===== src/shared/lsi_consts.vh =====
`ifndef LSI_CONSTS_VH
`define LSI_CONSTS_VH
// Bus address and pointer values
`define LSI_DEV_ADDR      7'h45
`define LSI_PTR_RESULT    8'h00
`define LSI_PTR_CONFIG    8'h01
// Configuration field positions
`define LSI_RN_HI         15
`define LSI_RN_LO         12
`define LSI_CT_BIT        11
`define LSI_M_HI          10
`define LSI_M_LO          9
`define LSI_CRF_BIT       7
// Reset values and codes
`define LSI_CFG_RESET     16'hC810
`define LSI_RN_AUTO       4'hC
`define LSI_MODE_SHUT     2'h0
`define LSI_MODE_SINGLE   2'h1
// Timing in native units
`define LSI_CLK_MHZ       200
`define LSI_TIMEOUT_MS    28
`define LSI_SHORT_MS      100
`define LSI_LONG_MS       800
`define LSI_READY_MS      3
`define LSI_MS_CYCLES     (`LSI_CLK_MHZ * 1000)
`endif


===== src/rtl/lsi_slave.v =====
// Notes on behaviour
// [RULE1] SCL held low for 28 ms resets the bus state machine.
// [RULE2] Master makes clock, starts and stops; device never drives SCL.
// [RULE3] Start is SDA falling while SCL high; device detects it.
// [RULE4] Address shifted in on SCL rising edges; last bit is direction.
// [RULE5] Addressed device pulls SDA low in the ninth clock pulse.
// [RULE6] Every transfer is eight data bits then one acknowledge bit.
// [RULE7] SDA change while SCL high is taken as start or stop.
// [RULE8] Stop is SDA rising while SCL high; device detects it.
// [RULE9] Light is integrated over a short or a long window.
// [RULE10] Conversion time select one means 800 ms, zero 100 ms.
// [RULE11] Range number field code 1100b selects automatic range.
// [RULE12] In automatic range device picks full scale per measurement.
// [RULE13] Power up in shutdown; measure only after active mode written.
// [RULE14] Continuous or single-shot conversions selected by mode field.
// [RULE15] Completed result is readable over the serial bus.
// [RULE16] Device answers only to seven-bit address 1000101.
// [RULE17] Write: address, pointer, then two data bytes MSB first, all acked.
// [RULE18] Pointer kept; reads use it until a later write changes it.
// [RULE19] Result readable 3 ms after the integration window ends.
// [RULE20] In shutdown no conversion starts and result stays unchanged.
`include "lsi_consts.vh"
`default_nettype none
module lsi_slave #(
	parameter integer MS_CYCLES = `LSI_MS_CYCLES
) (
	// Clock and reset
	input  wire        clk,
	input  wire        rst,
	// Bus pins (SCL input only)
	input  wire        scl_in,
	input  wire        sda_in,
	output reg         sda_out,
	output reg         sda_oe,
	// Optical front end
	input  wire [15:0] adc_code,
	output reg  [3:0]  range_sel,
	output reg         integrating
);
	localparam [1:0] S_IDLE = 2'h0;
	localparam [1:0] S_RX   = 2'h1;
	localparam [1:0] S_TX   = 2'h2;
	localparam [1:0] S_ACK  = 2'h3;
	localparam [31:0] MS_W  = MS_CYCLES;
	localparam [3:0]  RN_MAX = 4'hB;

	reg [1:0]  scl_s_reg;
	reg [1:0]  sda_s_reg;
	reg        scl_d_reg;
	reg        sda_d_reg;
	reg [1:0]  state_reg;
	reg [3:0]  bit_reg;
	reg [7:0]  sh_reg;
	reg [1:0]  byte_reg;
	reg        rw_reg;
	reg        ack_me_reg;
	reg        mack_reg;
	reg [7:0]  ptr_reg;
	reg [7:0]  hi_reg;
	reg [15:0] cfg_reg;
	reg [15:0] result_reg;
	reg [15:0] txw_reg;
	reg [31:0] to_cnt_reg;
	reg [31:0] ms_cnt_reg;
	reg [9:0]  ms_left_reg;
	reg        busy_reg;
	reg        ms_tick_reg;
	reg        cfg_wr_reg;
	reg [15:0] cfg_wdata_reg;

	wire scl = scl_s_reg[1];
	wire sda = sda_s_reg[1];
	wire scl_rise = scl & ~scl_d_reg;
	wire scl_fall = ~scl & scl_d_reg;
	// [RULE3] [RULE7] start detect
	wire start_c = scl & scl_d_reg & sda_d_reg & ~sda;
	// [RULE8] [RULE7] stop detect
	wire stop_c = scl & scl_d_reg & ~sda_d_reg & sda;
	wire timeout = (to_cnt_reg >= MS_W * `LSI_TIMEOUT_MS);
	// [RULE12] range step decisions
	wire near_top = (adc_code[15:14] == 2'h3) && (range_sel != RN_MAX);
	wire near_bot = (adc_code[15:12] == 4'h0) && (range_sel != 4'h0);
	// [RULE13] [RULE20] conversion start
	wire conv_go = ~rst & ~cfg_wr_reg & ~busy_reg &
		(cfg_reg[`LSI_M_HI:`LSI_M_LO] != `LSI_MODE_SHUT);
	reg  [15:0] rd_word;

	// [RULE18] read source from pointer
	always @* begin
		case (ptr_reg)
		`LSI_PTR_RESULT: rd_word = result_reg;
		`LSI_PTR_CONFIG: rd_word = cfg_reg;
		default:         rd_word = 16'h0000;
		endcase
	end

	// Pin synchronisers
	always @(posedge clk) begin
		if (rst) begin
			scl_s_reg <= 2'h3;
			sda_s_reg <= 2'h3;
			scl_d_reg <= 1'b1;
			sda_d_reg <= 1'b1;
		end else begin
			scl_s_reg <= {scl_s_reg[0], scl_in};
			sda_s_reg <= {sda_s_reg[0], sda_in};
			scl_d_reg <= scl;
			sda_d_reg <= sda;
		end
	end

	// [RULE1] low clock timer
	always @(posedge clk) begin
		if (rst || scl)
			to_cnt_reg <= 32'h0;
		else if (!timeout)
			to_cnt_reg <= to_cnt_reg + 32'h1;
	end

	// Bus state machine
	always @(posedge clk) begin
		cfg_wr_reg <= 1'b0;
		// [RULE1] timeout reset
		if (rst || timeout || stop_c) begin
			state_reg <= S_IDLE;
			sda_out <= 1'b1;
			sda_oe <= 1'b0;
			bit_reg <= 4'h0;
			byte_reg <= 2'h0;
			if (rst) begin
				ptr_reg <= `LSI_PTR_RESULT;
				sh_reg <= 8'h00;
				hi_reg <= 8'h00;
				rw_reg <= 1'b0;
				ack_me_reg <= 1'b0;
				mack_reg <= 1'b0;
				txw_reg <= 16'h0000;
				cfg_wdata_reg <= 16'h0000;
			end
		end else if (start_c) begin
			state_reg <= S_RX;
			bit_reg <= 4'h0;
			byte_reg <= 2'h0;
			sda_oe <= 1'b0;
		end else begin
			case (state_reg)
			S_IDLE: begin
				sda_oe <= 1'b0;
				bit_reg <= 4'h0;
			end
			S_RX: begin
				// [RULE4] shift on rising edge
				if (scl_rise) begin
					sh_reg <= {sh_reg[6:0], sda};
					bit_reg <= bit_reg + 4'h1;
				end
				// [RULE6] eighth bit then acknowledge
				if (scl_fall && bit_reg == 4'h8) begin
					bit_reg <= 4'h0;
					state_reg <= S_ACK;
					if (byte_reg == 2'h0) begin
						// [RULE16] address match
						ack_me_reg <= (sh_reg[7:1] == `LSI_DEV_ADDR);
						rw_reg <= sh_reg[0];
						// [RULE5] acknowledge address
						sda_oe <= (sh_reg[7:1] == `LSI_DEV_ADDR);
						sda_out <= 1'b0;
					end else begin
						// [RULE17] ack each byte
						sda_oe <= 1'b1;
						sda_out <= 1'b0;
						// [RULE18] pointer kept
						if (byte_reg == 2'h1)
							ptr_reg <= sh_reg;
						else if (byte_reg == 2'h2)
							hi_reg <= sh_reg;
						else if (ptr_reg == `LSI_PTR_CONFIG) begin
							cfg_wr_reg <= 1'b1;
							cfg_wdata_reg <= {hi_reg, sh_reg};
						end
					end
					if (byte_reg != 2'h3)
						byte_reg <= byte_reg + 2'h1;
					else
						byte_reg <= 2'h2;
				end
			end
			S_ACK: begin
				if (scl_rise)
					mack_reg <= ~sda;
				if (scl_fall) begin
					if (!ack_me_reg) begin
						state_reg <= S_IDLE;
						sda_oe <= 1'b0;
					end else if (rw_reg && (byte_reg == 2'h1 || mack_reg)) begin
						// [RULE15] word chosen by the pointer (result, config, or zero for other pointers) shifted out MSB first
						state_reg <= S_TX;
						txw_reg <= (byte_reg == 2'h1) ? rd_word : txw_reg;
						sh_reg <= (byte_reg == 2'h1) ? rd_word[15:8] :
							txw_reg[7:0];
						sda_oe <= ~((byte_reg == 2'h1) ? rd_word[15] :
							txw_reg[7]);
						sda_out <= 1'b0;
						bit_reg <= 4'h1;
						byte_reg <= 2'h2;
					end else if (rw_reg) begin
						state_reg <= S_IDLE;
						sda_oe <= 1'b0;
					end else begin
						state_reg <= S_RX;
						sda_oe <= 1'b0;
					end
				end
			end
			S_TX: begin
				if (scl_fall) begin
					if (bit_reg == 4'h8) begin
						bit_reg <= 4'h0;
						sda_oe <= 1'b0;
						state_reg <= S_ACK;
					end else begin
						sda_oe <= ~sh_reg[7 - bit_reg[2:0]];
						bit_reg <= bit_reg + 4'h1;
					end
				end
			end
			default: state_reg <= S_IDLE;
			endcase
		end
	end

	// Millisecond tick, restarted with each conversion
	always @(posedge clk) begin
		if (rst || conv_go) begin
			ms_cnt_reg <= 32'h0;
			ms_tick_reg <= 1'b0;
		end else if (ms_cnt_reg == MS_W - 32'h1) begin
			ms_cnt_reg <= 32'h0;
			ms_tick_reg <= 1'b1;
		end else begin
			ms_cnt_reg <= ms_cnt_reg + 32'h1;
			ms_tick_reg <= 1'b0;
		end
	end

	// Measurement control
	always @(posedge clk) begin
		if (rst) begin
			// [RULE13] shutdown at reset
			cfg_reg <= `LSI_CFG_RESET;
			result_reg <= 16'h0000;
			busy_reg <= 1'b0;
			ms_left_reg <= 10'h000;
			range_sel <= 4'h0;
			integrating <= 1'b0;
		end else if (cfg_wr_reg) begin
			cfg_reg[15:9] <= cfg_wdata_reg[15:9];
			busy_reg <= 1'b0;
			integrating <= 1'b0;
		end else if (!busy_reg) begin
			// [RULE20] no conversion in shutdown
			if (cfg_reg[`LSI_M_HI:`LSI_M_LO] != `LSI_MODE_SHUT) begin
				busy_reg <= 1'b1;
				integrating <= 1'b1;
				// [RULE9] [RULE10] window select
				ms_left_reg <= cfg_reg[`LSI_CT_BIT] ?
					10'd`LSI_LONG_MS : 10'd`LSI_SHORT_MS;
				// [RULE11] fixed or automatic
				if (cfg_reg[`LSI_RN_HI:`LSI_RN_LO] != `LSI_RN_AUTO)
					range_sel <= cfg_reg[`LSI_RN_HI:`LSI_RN_LO];
			end
		end else if (ms_tick_reg) begin
			if (ms_left_reg == 10'h001 && integrating) begin
				integrating <= 1'b0;
				// [RULE19] readout delay
				ms_left_reg <= 10'd`LSI_READY_MS;
			end else if (ms_left_reg == 10'h001) begin
				// [RULE15] result ready
				result_reg <= adc_code;
				cfg_reg[`LSI_CRF_BIT] <= 1'b1;
				busy_reg <= 1'b0;
				// [RULE12] auto range adjust
				if (cfg_reg[`LSI_RN_HI:`LSI_RN_LO] == `LSI_RN_AUTO) begin
					if (near_top)
						range_sel <= range_sel + 4'h1;
					else if (near_bot)
						range_sel <= range_sel - 4'h1;
				end
				// [RULE14] single shot returns to shutdown
				if (cfg_reg[`LSI_M_HI:`LSI_M_LO] == `LSI_MODE_SINGLE)
					cfg_reg[`LSI_M_HI:`LSI_M_LO] <= `LSI_MODE_SHUT;
			end else
				ms_left_reg <= ms_left_reg - 10'h001;
		end
	end
endmodule // lsi_slave
`default_nettype wire


===== config.mk =====
export PLATFORM = sky130hd
export DESIGN_NAME = lsi_slave
export DESIGN_NICKNAME = d
export VERILOG_FILES = /design/src/rtl/lsi_slave.v
export VERILOG_INCLUDE_DIRS = /design/src /design/src/shared
export SDC_FILE = /design/constraint.sdc
export NUM_CORES = 1
export LEC_CHECK = 0
export CAP_MARGIN = 0
export CORE_MARGIN = 2
export CORE_UTILIZATION = 64
export DETAILED_ROUTE_END_ITERATION = 6
export DONT_BUFFER_PORTS = 1
export PLACE_DENSITY_LB_ADDON = 0.3
export SLEW_MARGIN = 20
export SYNTH_ARGS = -nofsm -noshare
export SYNTH_HDL_FRONTEND = slang
export SYNTH_SLANG_ARGS = --single-unit

===== constraint.sdc =====
create_clock -name clk -period 2.8 [get_ports clk]
set_input_delay 0.14 -clock clk [delete_from_list [all_inputs] [get_ports clk]]
set_output_delay 0.14 -clock clk [all_outputs]
set_load 0.005 [all_outputs]

==> results.md <==
| Group | Item | Value |
|---|---|---|
| run status | Status | completed |
| drt | Routed vias/inst | 6.37 |
| logic synthesis | Distinct cells, synth | 76 |
| power | Total power consumption of the routed design | 5.01 mW |
| grt | Global-route wire length before repair | 29.0 mm |
| min path | Class of the tightest hold or removal check | in2reg |
| logic synthesis | Share of the yosys chip area belonging to registers | 0.478 |
| sta | Final min period | 2.34 ns |
| drt | Vias | 6381 |
| power | Power density relative to cell area | 582 nW/um2 |
| logic synthesis | Share of flip-flops with an asynchronous set or reset | 0 |
| sta | Clock Skews | 0.00832 ns |
| clocking | Clk pin slew, worst setup/hold paths | 0.06 ns |
| power | Internal power | 3.95 mW |
| worst setup path | Maximum fanout count along the critical path | 24 |
| power | Leakage power summed over all cells | 3.01 nW |
| power | Clock share of power | 0.460 |
| final layout | Layout Cell Area excl Fill | 8610 um2 |
| logic synthesis | Number of synthesized register bits | 163 |
| worst setup path | Endpoint type of the worst setup path | flip-flop |
| sta | Setup slack of the critical path after layout | 0.457 ns |
| placed design | Gpl congestion | 0.921 |
| grt | Global router's overall resource usage | 0.283 |
| clocking | Maximum level of the CTS H-tree | 4 |
| worst setup path | Startpoint types | flip-flop |
| worst setup path | Classification of the worst setup path | reg2reg |
| clocking | CTS tree | done |
| drt | Total length of routed wires | 17.6 mm |
| logic synthesis | Prevailing post-synth register cell | sky130_fd_sc_hd__dfxtp_1 |
| placed design | Placed instance count | 951 |
| worst setup path | Data arrival time at the worst-slack endpoint | 2.40 ns |
| clocking | Total clock buffers created by CTS | 17 |
| floorplanning | Overall die area | 12900 um2 |
| clocking | Worst-skew pair later-pin latency | 0.43 ns |
| placed design | Worst-case setup slack after placement | 0.494 ns |
| logic synthesis | Most frequent cells after synthesis | 122 x sky130_fd_sc_hd__dfxtp_1, 77 x sky130_fd_sc_hd__nand2_1, 77 x sky130_fd_sc_hd__nor2_1 |
| placed design | Number of port buffers | 0 |
| logic synthesis | Number of synthesized flops with an enable pin | 41 |
| drt | DRC violations left | 0 |
| sta | Slew Limit Headroom | 0.392 |
| logic synthesis | Post-synthesis instance area | 7680 um2 |
| sta | Final number of setup-violating endpoints | 0 |
| logic synthesis | Avg Synthesized Cell Area | 9.31 um2 |
| final layout | Layout-stage area growth over the synthesis result | 12.0% |
| flow run | Max-Cap Viols | 0 |
| grt | Initial antenna violation count | 0 |
| power | Switching fraction of total power | 0.210 |
| clocking | Root Buffer | sky130_fd_sc_hd__clkbuf_16 |
| power | Reg power frac | 0.503 |
| sta | Aggregate negative setup slack | 0 ns |
| drt | Count of routing violations after the opening detailed-route iteration | 731 |
| logic synthesis | Cells after Synth | 825 |
| sta | Final Slew Violations | 0 |
| placed design | Post-detail-place hpwl | 11.7 mm |
| sta | Worst slew pin tran | 0.909 ns |
| floorplanning | Area of the core | 11900 um2 |
| grt | Vias in the first global route | 5934 |
| floorplanning | Number of placement rows | 40 |
| logic synthesis | Most frequent cell after synthesis | sky130_fd_sc_hd__dfxtp_1 |
| drt | First-pass DRT Iterations | 7 |
| grt | Pin count of the biggest net entering global routing | 50 |
| worst setup path | CP Data Required Time | 2.86 ns |
| floorplanning | Initial standard-cell utilization of the core | 0.648 |
| final layout | Final Util | 0.726 |
| sta | Hold Worst Slack | 0.0331 ns |
| logic synthesis | Synthesized netlist net count | 855 |
| final layout | Nets@finish | 872 |
| drt | DRT antenna net count | 0 |
| logic synthesis | Top cell type's share of synthesized area | 0.318 |
| power | Combinational fraction of design power | 0.037 |
| final layout | Number of non-filler instances in the completed layout | 1002 |
| grt | Congestion Overflow GR | 0 |
| final layout | Fill count | 837 |
| sta | Max Freq | 427 MHz |
| sta | Hold violation total from the final report | 0 |
| floorplanning | Chip width | 114 um |
| power | Maximum vdd drop | 0.000443 V |
| final layout | N_diodes | 0 |
| clocking | Num Clock Sinks | 163 |
| power | Switching power | 1.05 mW |
| clocking | Number of buffers on the longest clock path | 2 |
| drt | Detail-routed net length per standard cell | 17.5 um |
| logic synthesis | Yosys Warn Count | 0 |
| placed design | Placement Cell Area | 7830 um2 |
| worst setup path | Worst R2R Setup Slack | 0.46 ns |
| logic synthesis | Cell taking the most area after synthesis | sky130_fd_sc_hd__dfxtp_1 |
| sta | Final cycle utilization of the critical path | 0.837 |
| logic synthesis | Synth area leaders | sky130_fd_sc_hd__dfxtp_1 32%, sky130_fd_sc_hd__edfxtp_1 16%, sky130_fd_sc_hd__a21oi_1 4.6% |
| sta | Unrepaired setup endpoints after global routing | false |
| final layout | Share of post-route cells with drive strength above 1 | 0.0889 |
| floorplanning | Number of top-level design ports | 27 |
| floorplanning | Die height | 114 um |
layer usage:
| metal | vias up | global-route usage | wire, um |
|---|---|---|---|
| li1 | 3041 | - | - |
| met1 | 3061 | 0.366 | 7520 |
| met2 | 245 | 0.458 | 8500 |
| met3 | 34 | 0.0781 | 1240 |
| met4 | 0 | 0.102 | 312 |
| met5 | - | 0 | 0 |
layout make-up:
class | count | area (um2) | share of cell area
clock buffer | 22 | 444 | 0.0516
sequential | 163 | 3670 | 0.427
multi-input combinational | 601 | 3770 | 0.438
tap | 147 | 184 | 0.0214
clock inverter | 10 | 135 | 0.0157
inverter | 28 | 105 | 0.0122
timing repair buffer | 31 | 290 | 0.0337
power by group through the flow:
stage                     combinational, mW  sequential [mW]  clock, mW
after floorplan                       0.126             2.55          0
after global placement                0.138             2.56          0
after detailed placement              0.145             2.57          0
after CTS                             0.182             2.52       2.32
after global routing                  0.202             2.52       2.41
final                                 0.185             2.52       2.30
cell families (layout without fill, tap and decap cells):
| family | after synthesis | after routing | share of synthesized area |
|---|---|---|---|
| buffers and inverters | 61 | 91 | 0.0308 |
| adder cells (fa/ha/maj) | 10 | 10 | 0.0173 |
| AO/OA/AOI/OAI | 184 | 184 | 0.157 |
| AND/OR/NAND/NOR | 356 | 356 | 0.251 |
| XOR/XNOR | 32 | 32 | 0.0365 |
| flip-flops | 163 | 163 | 0.478 |
| multiplexers | 19 | 19 | 0.0290 |
layout by cell type, fill, tap and decap left out, types with 5 or more instances in the layout:
cell                            netlist  layout
sky130_fd_sc_hd__xor2_1              16      16
sky130_fd_sc_hd__a211oi_1            17      17
sky130_fd_sc_hd__clkbuf_1            26       5
sky130_fd_sc_hd__buf_4                0      12
sky130_fd_sc_hd__a31oi_1              5       5
sky130_fd_sc_hd__nand3_1             29      29
sky130_fd_sc_hd__and4_1               5       5
sky130_fd_sc_hd__and2_1              33      33
sky130_fd_sc_hd__a21oi_1             71      71
sky130_fd_sc_hd__nand2b_1             7       7
sky130_fd_sc_hd__ha_1                 9       9
sky130_fd_sc_hd__a22oi_1              9       9
sky130_fd_sc_hd__clkbuf_16            0      17
sky130_fd_sc_hd__and3_1              10      10
sky130_fd_sc_hd__o31ai_1              7       7
sky130_fd_sc_hd__inv_1               28      28
sky130_fd_sc_hd__nor2_1              77      77
sky130_fd_sc_hd__a21o_1               7       7
sky130_fd_sc_hd__or2_2                7       7
sky130_fd_sc_hd__edfxtp_1            41      41
sky130_fd_sc_hd__mux2_2               6       6
sky130_fd_sc_hd__dlygate4sd3_1        0      18
sky130_fd_sc_hd__xnor2_1             16      16
sky130_fd_sc_hd__or4_1               12      12
sky130_fd_sc_hd__o21ai_0             24      24
sky130_fd_sc_hd__nor4_1               8       8
sky130_fd_sc_hd__nand4_1             19      19
sky130_fd_sc_hd__nor2b_1              9       9
sky130_fd_sc_hd__nor3_1              16      16
sky130_fd_sc_hd__dfxtp_1            122     122
sky130_fd_sc_hd__or3_1               17      17
sky130_fd_sc_hd__mux2i_1             11      11
sky130_fd_sc_hd__a211o_1              6       6
sky130_fd_sc_hd__nand2_1             77      77
critical path: stages, from the launching register on:
cell	delay (ns)
sky130_fd_sc_hd__dfxtp_1	0.44
sky130_fd_sc_hd__o21ai_1	0.12
sky130_fd_sc_hd__a21oi_2	0.34
sky130_fd_sc_hd__a21o_1	0.28
sky130_fd_sc_hd__nor2_1	0.06
sky130_fd_sc_hd__buf_4	0.20
sky130_fd_sc_hd__a21oi_1	0.53
path summary, 6_finish.rpt:
| check | startpoint | end | cells past startpoint |
|---|---|---|---|
| worst max-delay path | to_cnt_reg[16] | hi_reg[7] | 6 |
| worst min-delay path | rst | ms_left_reg[1] | 2 |
| worst max register to register | to_cnt_reg[16] | hi_reg[7] | 6 |
| worst min register to register | sda_s_reg[0] | sda_s_reg[1] | 1 |
repair_timing:
item,CTS,global route
hold endpoints to repair,49,0
buffers inserted,0,0
resized for setup,0,0
hold buffers,19,0
Power figures use the tool's default switching activity.
